$ cat src/uart_pkg.sv
// Overview of operation
// - Mode 1 frame: start, eight LSB-first bits, stop.
// - Variable modes pick reload generator or timer overflow.
// - Buffer write starts a frame, LSB first.
// - Transmit done flag set at stop start.
// - Enabled receiver starts on falling edge, flags mid-stop.
// - 8-bit mode stores data and stop bit.
// - Fixed 9-bit rate is clock/64 or clock/32.
// - 9-bit frames; ninth sent from txNinth.
// - 9-bit receive stores low byte and ninth bit.
// - Mode 3 uses mode 1 baud selection.
// - Multiproc mode flags only ninth-bit-one frames.
// - Reload rate: doubled clock over 64*(1024-reload).
// - Timer rate: doubled over 32 overflow periods.
// - Disabled unit halts clocks, locks its registers.
// - Gated requests share one vector, 0x0023.
// - Transmit pin only pulled low; output latch held low.
package uart_pkg;
  // Bus geometry; a register index sits in paddr[11:2].
  localparam int ADDR_W = 12;
  localparam int IDX_W  = 10;
  localparam logic [IDX_W-1:0] IDX_PWR  = 10'h087;
  localparam logic [IDX_W-1:0] IDX_SCON = 10'h098;
  localparam logic [IDX_W-1:0] IDX_SBUF = 10'h099;
  localparam logic [IDX_W-1:0] IDX_INTE = 10'h0A8;
  localparam logic [IDX_W-1:0] IDX_BSRC = 10'h0D8;
  localparam logic [IDX_W-1:0] IDX_RELH = 10'h0DA;
  localparam logic [IDX_W-1:0] IDX_RELL = 10'h0DB;

  // Field positions.
  localparam int SC_MODE_HI = 7;
  localparam int SC_MODE_LO = 6;
  localparam int SC_MP      = 5;
  localparam int SC_EN      = 4;
  localparam int SC_TB8     = 3;
  localparam int SC_RB8     = 2;
  localparam int SC_TI      = 1;
  localparam int SC_RI      = 0;
  localparam int BSRC_SEL   = 7;
  localparam int PWR_DBL    = 7;
  localparam int IEN_GLB    = 7;
  localparam int IEN_ES     = 4;
  localparam int RELH_W     = 2;

  // Reset values.
  localparam logic [7:0] BYTE_RST = 8'h00;
  localparam logic [1:0] RELH_RST = 2'h0;

  // Baud and bit timing.
  localparam logic [9:0] RELOAD_LAST = 10'h3FF;
  localparam logic [1:0] DIV_CPU_SLOW = 2'h3;
  localparam logic [1:0] DIV_CPU_FAST = 2'h1;
  localparam logic [1:0] DIV_T1_SLOW  = 2'h1;
  localparam logic [1:0] DIV_T1_FAST  = 2'h0;
  localparam logic [3:0] OVS_LAST  = 4'hF;
  localparam logic [3:0] OVS_MID   = 4'h7;
  localparam logic [3:0] LAST_BIT8 = 4'h7;
  localparam logic [3:0] LAST_BIT9 = 4'h8;

  localparam logic [15:0] IRQ_VECTOR = 16'h0023;

  typedef enum logic [1:0] {
    MODE_SHIFT = 2'b00,
    MODE_8VAR  = 2'b01,
    MODE_9FIX  = 2'b10,
    MODE_9VAR  = 2'b11
  } frame_mode_t;

  typedef enum logic [1:0] {
    S_IDLE  = 2'b00,
    S_START = 2'b01,
    S_DATA  = 2'b11,
    S_STOP  = 2'b10
  } line_state_t;
endpackage

$ cat src/uart_baud_if.sv
// Baud configuration toward the generator and its oversample tick back.
interface uart_baud_if;
  logic       enable;
  logic       fixedRate;
  logic       useReload;
  logic       doubler;
  logic [9:0] reloadValue;
  logic       t1Overflow;
  logic       tick;
  modport gen (input enable, fixedRate, useReload, doubler, reloadValue,
               input t1Overflow, output tick);
  modport user (output enable, fixedRate, useReload, doubler, reloadValue,
                output t1Overflow, input tick);
endinterface

$ cat src/serial_baud_gen.sv
// Produces a tick at sixteen times the bit rate.
module serial_baud_gen import uart_pkg::*; (
  // Clock and reset
  input  wire logic sys_clk,
  input  wire logic rst,
  // Configuration and tick
  uart_baud_if.gen  b
);
  logic [9:0] baseCnt, next_baseCnt;
  logic [1:0] divCnt, next_divCnt;
  logic       tick, next_tick;
  logic       base;
  logic [1:0] divLast;

  assign b.tick = tick;

  // Base pulse source and divider; a disabled unit holds the count at the reload value.
  always_comb begin
    next_baseCnt = baseCnt;
    next_divCnt = divCnt;
    next_tick = 1'b0;
    base = 1'b0;
    if (baseCnt == RELOAD_LAST) begin
      next_baseCnt = b.reloadValue;
    end else begin
      next_baseCnt = baseCnt + 10'h001;
    end
    if (b.fixedRate) begin
      base = 1'b1;
    end else if (b.useReload) begin
      base = (baseCnt == RELOAD_LAST);
    end else begin
      base = b.t1Overflow;
    end
    if (b.fixedRate || b.useReload) begin
      divLast = b.doubler ? DIV_CPU_FAST : DIV_CPU_SLOW;
    end else begin
      divLast = b.doubler ? DIV_T1_FAST : DIV_T1_SLOW;
    end
    if (base) begin
      if (divCnt >= divLast) begin
        next_divCnt = 2'h0;
        next_tick = 1'b1;
      end else begin
        next_divCnt = divCnt + 2'h1;
      end
    end
    if (!b.enable) begin
      next_baseCnt = b.reloadValue;
      next_divCnt = 2'h0;
      next_tick = 1'b0;
    end
  end

  always_ff @(posedge sys_clk) begin
    if (rst) begin
      baseCnt <= 10'h000;
      divCnt <= 2'h0;
      tick <= 1'b0;
    end else begin
      baseCnt <= next_baseCnt;
      divCnt <= next_divCnt;
      tick <= next_tick;
    end
  end

  logic slowFix;
  assign slowFix = b.enable && b.fixedRate && !b.doubler;
endmodule // serial_baud_gen

$ cat src/async_serial_uart.sv
// Asynchronous serial unit, modes 1 to 3, with an APB register slave.
module async_serial_uart import uart_pkg::*; (
  // Clock and reset
  input  wire logic              sys_clk,
  input  wire logic              rst,
  // APB slave
  input  wire logic              psel,
  input  wire logic              penable,
  input  wire logic              pwrite,
  input  wire logic [ADDR_W-1:0] paddr,
  input  wire logic [31:0]       pwdata,
  output logic      [31:0]       prdata,
  output logic                   pready,
  output logic                   pslverr,
  // Serial pins
  input  wire logic              rxPin,
  output logic                   txPinOut,
  output logic                   txPinOe,
  // Timer overflow pulse
  input  wire logic              t1Overflow,
  // Interrupt request
  output logic                   serialIrq,
  output logic      [15:0]       irqVector
);
  frame_mode_t mode, next_mode;
  logic mpEn, next_mpEn, unitEnable, next_unitEnable;
  logic txNinth, next_txNinth, rxNinth, next_rxNinth;
  logic txDone, next_txDone, rxDone, next_rxDone;
  logic baudSel, next_baudSel, doubler, next_doubler;
  logic globalEn, next_globalEn, es, next_es;
  logic [RELH_W-1:0] relH, next_relH;
  logic [7:0] relL, next_relL, rxBuf, next_rxBuf;
  logic [31:0] next_prdata;
  logic next_pready, next_pslverr;
  logic wrEn, txStart, nine, txSetDone, rxSample, rxStore;
  logic mpBlock, rxNinthGot;
  logic [7:0] rv, rxData;
  logic [3:0] lastBit;
  line_state_t txState, next_txState, rxState, next_rxState;
  logic [8:0] txShift, next_txShift, rxShift, next_rxShift;
  logic [3:0] txBit, next_txBit, txTick, next_txTick;
  logic [3:0] rxBit, next_rxBit, rxTick, next_rxTick;
  logic next_txPinOe, rxSync1, rxSync2, rxPrev;
  logic next_serialIrq;
  logic [15:0] next_irqVector;

  function automatic logic hit(input logic [ADDR_W-1:0] a,
                               input logic [IDX_W-1:0] idx);
    hit = (a[ADDR_W-1:2] == idx);
  endfunction

  // Baud generator runs only while the unit is enabled.
  uart_baud_if bIf ();
  assign bIf.enable = unitEnable;
  assign bIf.fixedRate = (mode == MODE_9FIX);
  assign bIf.useReload = baudSel;
  assign bIf.doubler = doubler;
  assign bIf.reloadValue = {relH, relL};
  assign bIf.t1Overflow = t1Overflow;

  serial_baud_gen uGen (
    .sys_clk (sys_clk),
    .rst     (rst),
    .b       (bIf.gen)
  );

  assign nine = mode[1];
  assign lastBit = nine ? LAST_BIT9 : LAST_BIT8;
  assign wrEn = psel && penable && pready && pwrite;
  assign txStart = wrEn && hit(paddr, IDX_SBUF) && unitEnable &&
                   (mode != MODE_SHIFT);

  // APB answer: one wait state, read data and error registered.
  always_comb begin
    next_pready = psel && penable && !pready;
    next_prdata = 32'h0000_0000;
    next_pslverr = 1'b0;
    rv = BYTE_RST;
    if (hit(paddr, IDX_SCON)) begin
      rv = {mode, mpEn, unitEnable, txNinth, rxNinth, txDone, rxDone};
    end else if (hit(paddr, IDX_SBUF)) begin
      rv = rxBuf;
    end else if (hit(paddr, IDX_PWR)) begin
      rv[PWR_DBL] = doubler;
    end else if (hit(paddr, IDX_BSRC)) begin
      rv[BSRC_SEL] = baudSel;
    end else if (hit(paddr, IDX_RELH)) begin
      rv[RELH_W-1:0] = relH;
    end else if (hit(paddr, IDX_RELL)) begin
      rv = relL;
    end else if (!hit(paddr, IDX_INTE)) begin
      next_pslverr = next_pready;
    end
    if (!unitEnable && !hit(paddr, IDX_INTE)) begin
      rv = BYTE_RST;
    end
    if (hit(paddr, IDX_INTE)) begin
      rv[IEN_GLB] = globalEn;
      rv[IEN_ES] = es;
    end
    if (next_pready && !pwrite) begin
      next_prdata[7:0] = rv;
    end
  end

  always_ff @(posedge sys_clk) begin
    if (rst) begin
      pready <= 1'b0;
      prdata <= 32'h0000_0000;
      pslverr <= 1'b0;
    end else begin
      pready <= next_pready;
      prdata <= next_prdata;
      pslverr <= next_pslverr;
    end
  end

  // Register file; hardware flag sets win over a same-cycle clear.
  always_comb begin
    next_mode = mode;
    next_mpEn = mpEn;
    next_unitEnable = unitEnable;
    next_txNinth = txNinth;
    next_rxNinth = rxNinth;
    next_txDone = txDone;
    next_rxDone = rxDone;
    next_baudSel = baudSel;
    next_doubler = doubler;
    next_relH = relH;
    next_relL = relL;
    next_rxBuf = rxBuf;
    next_globalEn = globalEn;
    next_es = es;
    if (wrEn && hit(paddr, IDX_SCON)) begin
      next_unitEnable = pwdata[SC_EN];
    end
    if (wrEn && unitEnable) begin
      if (hit(paddr, IDX_SCON)) begin
        next_mode = frame_mode_t'(pwdata[SC_MODE_HI:SC_MODE_LO]);
        next_mpEn = pwdata[SC_MP];
        next_txNinth = pwdata[SC_TB8];
        next_rxNinth = pwdata[SC_RB8];
        next_txDone = pwdata[SC_TI];
        next_rxDone = pwdata[SC_RI];
      end
      if (hit(paddr, IDX_PWR)) begin
        next_doubler = pwdata[PWR_DBL];
      end
      if (hit(paddr, IDX_BSRC)) begin
        next_baudSel = pwdata[BSRC_SEL];
      end
      if (hit(paddr, IDX_RELH)) begin
        next_relH = pwdata[RELH_W-1:0];
      end
      if (hit(paddr, IDX_RELL)) begin
        next_relL = pwdata[7:0];
      end
    end
    if (wrEn && hit(paddr, IDX_INTE)) begin
      next_globalEn = pwdata[IEN_GLB];
      next_es = pwdata[IEN_ES];
    end
    if (txSetDone) begin
      next_txDone = 1'b1;
    end
    if (rxStore) begin
      next_rxDone = 1'b1;
      next_rxBuf = rxData;
      next_rxNinth = rxNinthGot;
    end
  end

  always_ff @(posedge sys_clk) begin
    if (rst) begin
      mode <= MODE_SHIFT;
      {mpEn, unitEnable, txNinth, rxNinth} <= 4'h0;
      {txDone, rxDone, baudSel, doubler, globalEn, es} <= 6'h00;
      relH <= RELH_RST;
      relL <= BYTE_RST;
      rxBuf <= BYTE_RST;
    end else begin
      mode <= next_mode;
      mpEn <= next_mpEn;
      unitEnable <= next_unitEnable;
      txNinth <= next_txNinth;
      rxNinth <= next_rxNinth;
      txDone <= next_txDone;
      rxDone <= next_rxDone;
      baudSel <= next_baudSel;
      doubler <= next_doubler;
      relH <= next_relH;
      relL <= next_relL;
      rxBuf <= next_rxBuf;
      globalEn <= next_globalEn;
      es <= next_es;
    end
  end

  // Transmitter; a write while busy is ignored rather than corrupting.
  always_comb begin
    next_txState = txState;
    next_txShift = txShift;
    next_txBit = txBit;
    next_txTick = txTick;
    txSetDone = 1'b0;
    case (txState)
      S_IDLE: begin
        if (txStart) begin
          next_txShift = {txNinth, pwdata[7:0]};
          next_txBit = 4'h0;
          next_txTick = 4'h0;
          next_txState = S_START;
        end
      end
      default: begin
        if (bIf.tick) begin
          next_txTick = txTick + 4'h1;
          if (txTick == OVS_LAST) begin
            case (txState)
              S_START: next_txState = S_DATA;
              S_DATA: begin
                next_txShift = {1'b0, txShift[8:1]};
                next_txBit = txBit + 4'h1;
                if (txBit == lastBit) begin
                  next_txState = S_STOP;
                  txSetDone = 1'b1;
                end
              end
              default: next_txState = S_IDLE;
            endcase
          end
        end
      end
    endcase
    if (!unitEnable) begin
      next_txState = S_IDLE;
      txSetDone = 1'b0;
    end
    next_txPinOe = (next_txState == S_START) ||
                   ((next_txState == S_DATA) && !next_txShift[0]);
  end

  always_ff @(posedge sys_clk) begin
    if (rst) begin
      txState <= S_IDLE;
      txShift <= 9'h000;
      txBit <= 4'h0;
      txTick <= 4'h0;
      txPinOe <= 1'b0;
      txPinOut <= 1'b0;
    end else begin
      txState <= next_txState;
      txShift <= next_txShift;
      txBit <= next_txBit;
      txTick <= next_txTick;
      txPinOe <= next_txPinOe;
      txPinOut <= 1'b0;
    end
  end

  // The pin is asynchronous; only the second stage and the third stage (rxPrev, for edge detection) feed logic.
  always_ff @(posedge sys_clk) begin
    if (rst) begin
      {rxSync1, rxSync2, rxPrev} <= 3'h7;
    end else begin
      rxSync1 <= rxPin;
      rxSync2 <= rxSync1;
      rxPrev <= rxSync2;
    end
  end

  assign rxSample = (rxState == S_STOP) && bIf.tick && (rxTick == OVS_LAST);
  assign rxData = nine ? rxShift[7:0] : rxShift[8:1];
  assign rxNinthGot = nine ? rxShift[8] : rxSync2;
  assign mpBlock = nine && mpEn && !rxNinthGot;
  assign rxStore = rxSample && !mpBlock;

  // Receiver; a start bit still high at its middle counts as noise.
  always_comb begin
    next_rxState = rxState;
    next_rxShift = rxShift;
    next_rxBit = rxBit;
    next_rxTick = rxTick;
    case (rxState)
      S_IDLE: begin
        if (rxPrev && !rxSync2 && (mode != MODE_SHIFT)) begin
          next_rxTick = 4'h0;
          next_rxBit = 4'h0;
          next_rxState = S_START;
        end
      end
      S_START: begin
        if (bIf.tick) begin
          next_rxTick = rxTick + 4'h1;
          if (rxTick == OVS_MID) begin
            next_rxTick = 4'h0;
            next_rxState = rxSync2 ? S_IDLE : S_DATA;
          end
        end
      end
      S_DATA: begin
        if (bIf.tick) begin
          next_rxTick = rxTick + 4'h1;
          if (rxTick == OVS_LAST) begin
            next_rxShift = {rxSync2, rxShift[8:1]};
            next_rxBit = rxBit + 4'h1;
            if (rxBit == lastBit) begin
              next_rxState = S_STOP;
            end
          end
        end
      end
      default: begin
        if (bIf.tick) begin
          next_rxTick = rxTick + 4'h1;
        end
        if (rxSample) begin
          next_rxState = S_IDLE;
        end
      end
    endcase
    if (!unitEnable) begin
      next_rxState = S_IDLE;
    end
  end

  always_ff @(posedge sys_clk) begin
    if (rst) begin
      rxState <= S_IDLE;
      rxShift <= 9'h000;
      rxBit <= 4'h0;
      rxTick <= 4'h0;
    end else begin
      rxState <= next_rxState;
      rxShift <= next_rxShift;
      rxBit <= next_rxBit;
      rxTick <= next_rxTick;
    end
  end

  // Interrupt request and vector.
  always_comb begin
    next_serialIrq = globalEn && es && (txDone || rxDone);
    next_irqVector = next_serialIrq ? IRQ_VECTOR : 16'h0000;
  end

  always_ff @(posedge sys_clk) begin
    if (rst) begin
      serialIrq <= 1'b0;
      irqVector <= 16'h0000;
    end else begin
      serialIrq <= next_serialIrq;
      irqVector <= next_irqVector;
    end
  end
endmodule // async_serial_uart

$ cat config.mk
export PLATFORM = sky130hd
export DESIGN_NAME = async_serial_uart
export DESIGN_NICKNAME = d
export VERILOG_FILES = /design/src/uart_pkg.sv /design/src/uart_baud_if.sv /design/src/serial_baud_gen.sv /design/src/async_serial_uart.sv
export SDC_FILE = /design/constraint.sdc
export NUM_CORES = 1
export LEC_CHECK = 0
export ABC_AREA = 1
export BUFFER_PORTS_ARGS = -buffer_cell sky130_fd_sc_hd__buf_2
export CAP_MARGIN = 0
export CORE_MARGIN = 2
export CORE_UTILIZATION = 55
export CTS_CLUSTER_SIZE = 30
export DETAILED_ROUTE_END_ITERATION = 10
export MAX_ROUTING_LAYER = met4
export PLACE_DENSITY = 0.8
export SETUP_SLACK_MARGIN = 0.2
export SLEW_MARGIN = 10
export SYNTH_ARGS = -nofsm -noshare
export SYNTH_HDL_FRONTEND = slang
export SYNTH_HIERARCHICAL = 1
export SYNTH_SLANG_ARGS = --single-unit
$ cat constraint.sdc
create_clock -name sys_clk -period 2 [get_ports sys_clk]
set_input_delay 0.1 -clock sys_clk [delete_from_list [all_inputs] [get_ports sys_clk]]
set_output_delay 0.1 -clock sys_clk [all_outputs]
set_load 0.02 [all_outputs]
* After elaboration in Yosys (flattened, before gate mapping)
Cells that the tools add are included.
** Storage, ports and cells
- Register bits :: 136
- Bits of input ports :: 51
- Output and inout bits :: 53
** Operators by class
- Bitwise gates (word level) :: 3
- Reduce and logical (&&, ||, !) cells :: 64
- Mux-type cells :: 76
- Order comparisons :: 1
- Add/subtract/negate cells :: 6
- Eq/ne operators :: 28
** Operators with widths (number)
- 10-bit by 8-bit equality test with 1-bit output, second input constant :: 7
- 4-bit 2-to-1 mux :: 14
- 9-bit 2-to-1 mux :: 5
- 8-bit 2-to-1 mux :: 5
- 2-bit 2-to-1 mux :: 18
- 1-bit 2-to-1 mux :: 24
- 1-bit logical AND :: 22
- 10-bit 2-to-1 mux :: 2
- 2-bit nonzero test :: 10
- 4-bit by 1-bit adder with 4-bit output, second input constant :: 4
- 4-bit case mux with 2 select lines :: 2
- 2-bit AND reduction :: 8
- 7-bit 2-to-1 mux :: 2
- 6-bit 2-to-1 mux :: 2
- 10-bit by 1-bit adder with 10-bit output, second input constant :: 1
- 10-bit equality test, second input constant :: 1
- 2-bit equality test, second input constant :: 5
- 2-bit != test, second input constant :: 5
- 4-bit equality test :: 2
- 4-bit equality test, second input constant :: 2
- 1-bit logical NOT :: 8
- 4-bit AND reduction :: 2
- 8-bit OR reduction :: 1
- 7-bit AND reduction :: 1
- other kinds (14) :: 25

* Longest topological paths before layout
- Depth in word-level cells :: 12
- Depth in mapped cells :: 13
- Gate-level depth less buffers :: 12

* Hierarchy
Netlist, hierarchy kept.
** Modules (own cells, without submodules)
- async_serial_uart :: area an instance 4386.7 um2, instances 1, sequential area each 1661.6 um2, cells an instance 606
- serial_baud_gen :: area an instance 815.8 um2, instances 1, sequential area each 260.2 um2, cells an instance 123

* Least setup slack after synthesis
OpenSTA, ideal clock, no wires.
- Kind :: flip-flop to flip-flop
- Start point :: register mode[1]
- End point :: register uGen.divCnt[0]
- Data required time :: 1.936 ns
- Slack :: 0.145 ns
- Arrival :: 1.792 ns
- Period minus slack after synthesis :: 1.855 ns
- Cell stages (with the launch flop) :: 13
- Setup time :: 0.064 ns
- Cells stage by stage :: dfxtp_1 > buf_2 > inv_1 > clkbuf_1 > nor2_1 > nor2_1 > nand2_1 > ha_1 > o21ai_0 > nand3_1 > nand3_1 > nand2_1 > nor2_1
** On the way
- Word-level cells in the longest chain between the ends :: 5
** Ends and longest elaborated chain
- start: declaration :: line async_serial_uart.sv:25 : frame_mode_t mode, next_mode;
- start signal: assignment :: line async_serial_uart.sv:182 : mode <= next_mode;
- 2-bit equality test (*) :: line async_serial_uart.sv:55 : assign bIf.fixedRate = (mode == MODE_9FIX);
- net bIf.fixedRate :: line uart_baud_if.sv:4 : logic fixedRate;
- 1-bit logical OR :: line serial_baud_gen.sv:35 : if (b.fixedRate || b.useReload) begin
- 2-bit 2-to-1 mux :: line serial_baud_gen.sv:35
- 2-bit >= comparator :: line serial_baud_gen.sv:41 : if (divCnt >= divLast) begin
- 2-bit 2-to-1 mux :: line serial_baud_gen.sv:41
- end signal: assignment :: line serial_baud_gen.sv:62 : divCnt <= next_divCnt;
- end: declaration :: line serial_baud_gen.sv:10 : logic [1:0] divCnt, next_divCnt;
Mark *: on every way through the listed nets, which the timed path passes. The rest lies on a longest branch.
A chain may end at the register's enable or synchronous reset.

* Final worst setup path
- Start point :: register mode[1]
- End point :: register uGen.tick, in the netlist uGen/b.tick
** On the way
- Word-level cells in the longest chain between the ends :: 5
** Ends and longest elaborated chain
- 2-bit equality test (*) :: line async_serial_uart.sv:55
- net bIf.fixedRate :: line uart_baud_if.sv:4
- 1-bit logical OR :: line serial_baud_gen.sv:35
- 2-bit 2-to-1 mux :: line serial_baud_gen.sv:35
- 2-bit >= comparator :: line serial_baud_gen.sv:41
- 1-bit 2-to-1 mux :: line serial_baud_gen.sv:41
- end signal: assignment :: line serial_baud_gen.sv:63 : tick <= next_tick;
- end: declaration :: line serial_baud_gen.sv:11 : logic tick, next_tick;
Marks and branches as above.

==> results.cfg <==
[routing]
vias = 4647
drc_errors = 0
drt_iter0_drc = 244
avgRoutedWirePerCell_um = 13.1
wirelength_mm = 11.6
via_per_inst = 5.24
ant_nets = 0
dr.pass1.iters = 5

[hold_path]
hold_class = in -> reg

[setup_path]
cp_max_fo = 3
endpoint = uGen/b.tick
crit_type = reg -> reg
cpPeakStageDelay_ns = 0.35
cp.required_ns = 2.25
reg2reg_depth = 7
cp_slowest_cell = dfxtp_1
reg2reg_to = uGen/b.tick
path_cells = inv_1 > nor2_2 > nor2_1 > or2_2 > ha_1 > o21ai_2 > a21oi_1
start_kind = register
arrival_ns = 1.91
endpoint_kind = register
startpoint = mode[1]
r2r_start = mode[1]
r2r_slack_ns = 0.34

[sta]
clock.fmax_ghz = 0.602
hold_viol_final = 0
period_minus_slack_ns = 1.66
post-route-period-util_pct = 83.1
final.setup.worst_slack_ns = 0.339
fin_setup_tns_ns = 0
slew_violations = 0
fin_skew_ns = 0.0144
rsz0062_at_grt = no
timing.hold.ws_ns = 0.00405
setup_viol = 0

[synth]
netlist_instances = 729
synth_xor_area_share_pct = 0.842
ys_types = 39
synthMuxAreaShare_pct = 0
ys_seq_area_share_pct = 36.9
synth_compound_area_share_pct = 16.3
yosys_register_bits = 96
syn_area_per_cell_um2 = 7.14
synth-adder-area-share_pct = 2.41
synth_top_family_by_area = simple AND/OR/NAND/NOR gates
yosys_warnings = 6
synthSimpleGateAreaFrac_pct = 29.0
syn_area_um2 = 5200

[cts]
cts_max_level = 3
cts_buffer_depth = 2
root_buffer = clkbuf_8
cts_sinks = 96
numCtsBuffers = 9
clk_latency_ns = 0.37
cts_tree = done
clk_pin_slew_ns = 0.10

[power]
seq_power_share_pct = 56.4
cellLeakagePower_nw = 2.43
p_sw_share_pct = 25.1
p_total_w = 0.00340
power_density_nw_per_um2 = 609
peakVddDrop_uv = 309
power.share.clock_pct = 37.7
p_switching_w = 0.000855
comb_power_share_pct = 5.9
power.internal_w = 0.00254

[final_layout]
layout-drive-gt1-share_pct = 16.3
antenna_cells = 0
n_fill_cell = 832
nets = 831
final_area_um2 = 5580
area_growth_pct = 7.31

[floorplan]
initial_core_util_pct = 56.6
dieArea_um2 = 10300
fp.coreArea_um2 = 9200
die_x_um = 101
rows = 35
die_h_um = 101
io_pins = 104

[outcome]
outcome = complete, no violations

[placed_design]
hpwl_mm = 8.70
port_buffers = 39
gp_congestion = 0.897
preCtsSetupSlack_ns = 0.220
dpl-instance-area_um2 = 5330

[grt]
grt_pass1_wl_mm = 19.0
grt_max_degree = 46
grtUsageTotal_pct = 23.9
antenna_found_initial = 0
first_global_vias = 4168
grt_overflow = 0

[run]
drv_cap = 0
==> cells in the final DEF (no fill, tap or decap), drive strengths merged <==
master	synthesis	final
a211oi	5	5
a21oi	75	75
a31oi	7	7
and2	1	1
buf	49	50
bufinv	0	1
clkbuf	9	9
clkinv	1	2
clkinvlp	0	3
conb	1	38
dfxtp	96	96
dlygate4sd3	0	1
ha	10	10
inv	87	89
nand2	146	146
nand3	46	46
nand3b	1	1
nand4	7	7
nor2	95	95
nor3	9	9
nor4	1	1
o211ai	6	6
o21ai	64	64
o21bai	2	2
o22ai	1	1
or2	5	5
xnor2	2	2
xor2	3	3
==> power groups by stage <==
stage | combinational, W | sequential, W | clock (W)
after floorplan | 0.000191 | 0.00196 | 0
after global placement | 0.000193 | 0.00196 | 0
after detailed placement | 0.000195 | 0.00196 | 0
after CTS | 0.000197 | 0.00192 | 0.00130
after global routing | 0.000219 | 0.00192 | 0.00139
final | 0.000200 | 0.00192 | 0.00128
==> layer usage <==
| layer | vias to the layer above | part of all wire [%] | global-route usage [%] |
|---|---|---|---|
| met5 | - | 0 | - |
| met4 | 0 | 1.9 | 8.84 |
| met3 | 20 | 5.5 | 3.93 |
| met2 | 149 | 50 | 40.4 |
| met1 | 2106 | 43 | 28.6 |
| li1 | 2372 | - | - |
==> Yosys cell counts (all sizes together) <==
master	n	share of area, %
a211oi	5	0.72
a21oi	75	7.3
a31oi	7	0.84
and2	1	0.12
buf	49	7.4
clkbuf	9	0.65
clkinv	1	0.17
conb	1	0.072
dfxtp	96	37
ha	10	2.4
inv	87	6.3
nand2	146	12
nand3	46	5.7
nand3b	1	0.38
nand4	7	0.96
nor2	95	8.6
nor3	9	0.87
nor4	1	0.12
o211ai	6	0.87
o21ai	64	6.2
o21bai	2	0.29
o22ai	1	0.12
or2	5	0.60
xnor2	2	0.34
xor2	3	0.51
==> worst max-delay path: cells and delay by family, from the launching register on <==
kind | cells | cell delay, ns
fa+ha+maj | 1 | 0.29
flops | 1 | 0.35
simple gates | 3 | 0.49
buf+inv | 1 | 0.07
compound gates | 2 | 0.35
==> what timing repair did <==
| action | in CTS | in global routing |
|---|---|---|
| pin swaps | 0 | 1 |
| setup endpoints to repair | 8 | 32 |
| hold buffers | 1 | 0 |
| gates resized for setup | 2 | 10 |
| hold endpoints to repair | 1 | 0 |
| buffers inserted | 0 | 2 |
==> stage by stage <==
| stage | cells | util [%] |
|---|---|---|
| floorplan | 766 | - |
| global placement | 867 | 57.9 |
| detailed placement | 867 | 57.9 |
| CTS | 884 | 60.3 |
| global route | 886 | 60.7 |
| finish | 886 | 60.7 |
==> registers in the layout, summed over array words and instances (netlist names), 4 cells and up <==
register,count
uGen/baseCnt,10
prdata,8
relL,8
rxShift,9
txShift,9
rxBuf,8
rxTick,4
txBit,4
txTick,4
rxBit,4
==> area by class of cell <==
| class | instances | area [um2] | share of cell area (%) |
|---|---|---|---|
| sequential | 96 | 1920 | 34.4 |
| tap | 111 | 139 | 2.49 |
| clock inverter | 7 | 77.6 | 1.39 |
| clock buffer | 9 | 124 | 2.22 |
| multi-input combinational | 524 | 2700 | 48.3 |
| inverter | 88 | 338 | 6.05 |
| timing repair buffer | 51 | 288 | 5.15 |
==> worst min path at each step <==
stage / to / from / depth (start not counted)
6_report: uGen/baseCnt[6] / rst / 2
3_3_place_gp: rxSync1 / rxPin / 2
3_5_place_dp: rxSync1 / rxPin / 2
5_1_grt: relL[6] / pwdata[6] / 3
2_1_floorplan: uGen/baseCnt[6] / rst / 1
4_1_cts: uGen/baseCnt[6] / rst / 2
==> cells by family (layout without fill, tap and decap cells) <==
group,Yosys count,in the layout
buffers and inverters,146,155
DFF,96,96
other,1,38
and+or+nand+nor,311,311
AOI/OAI and AO/OA,160,160
adders and majority gates,10,10
xor gates and xnor gates,5,5
Note: power is estimated with default switching activity, not from simulation.
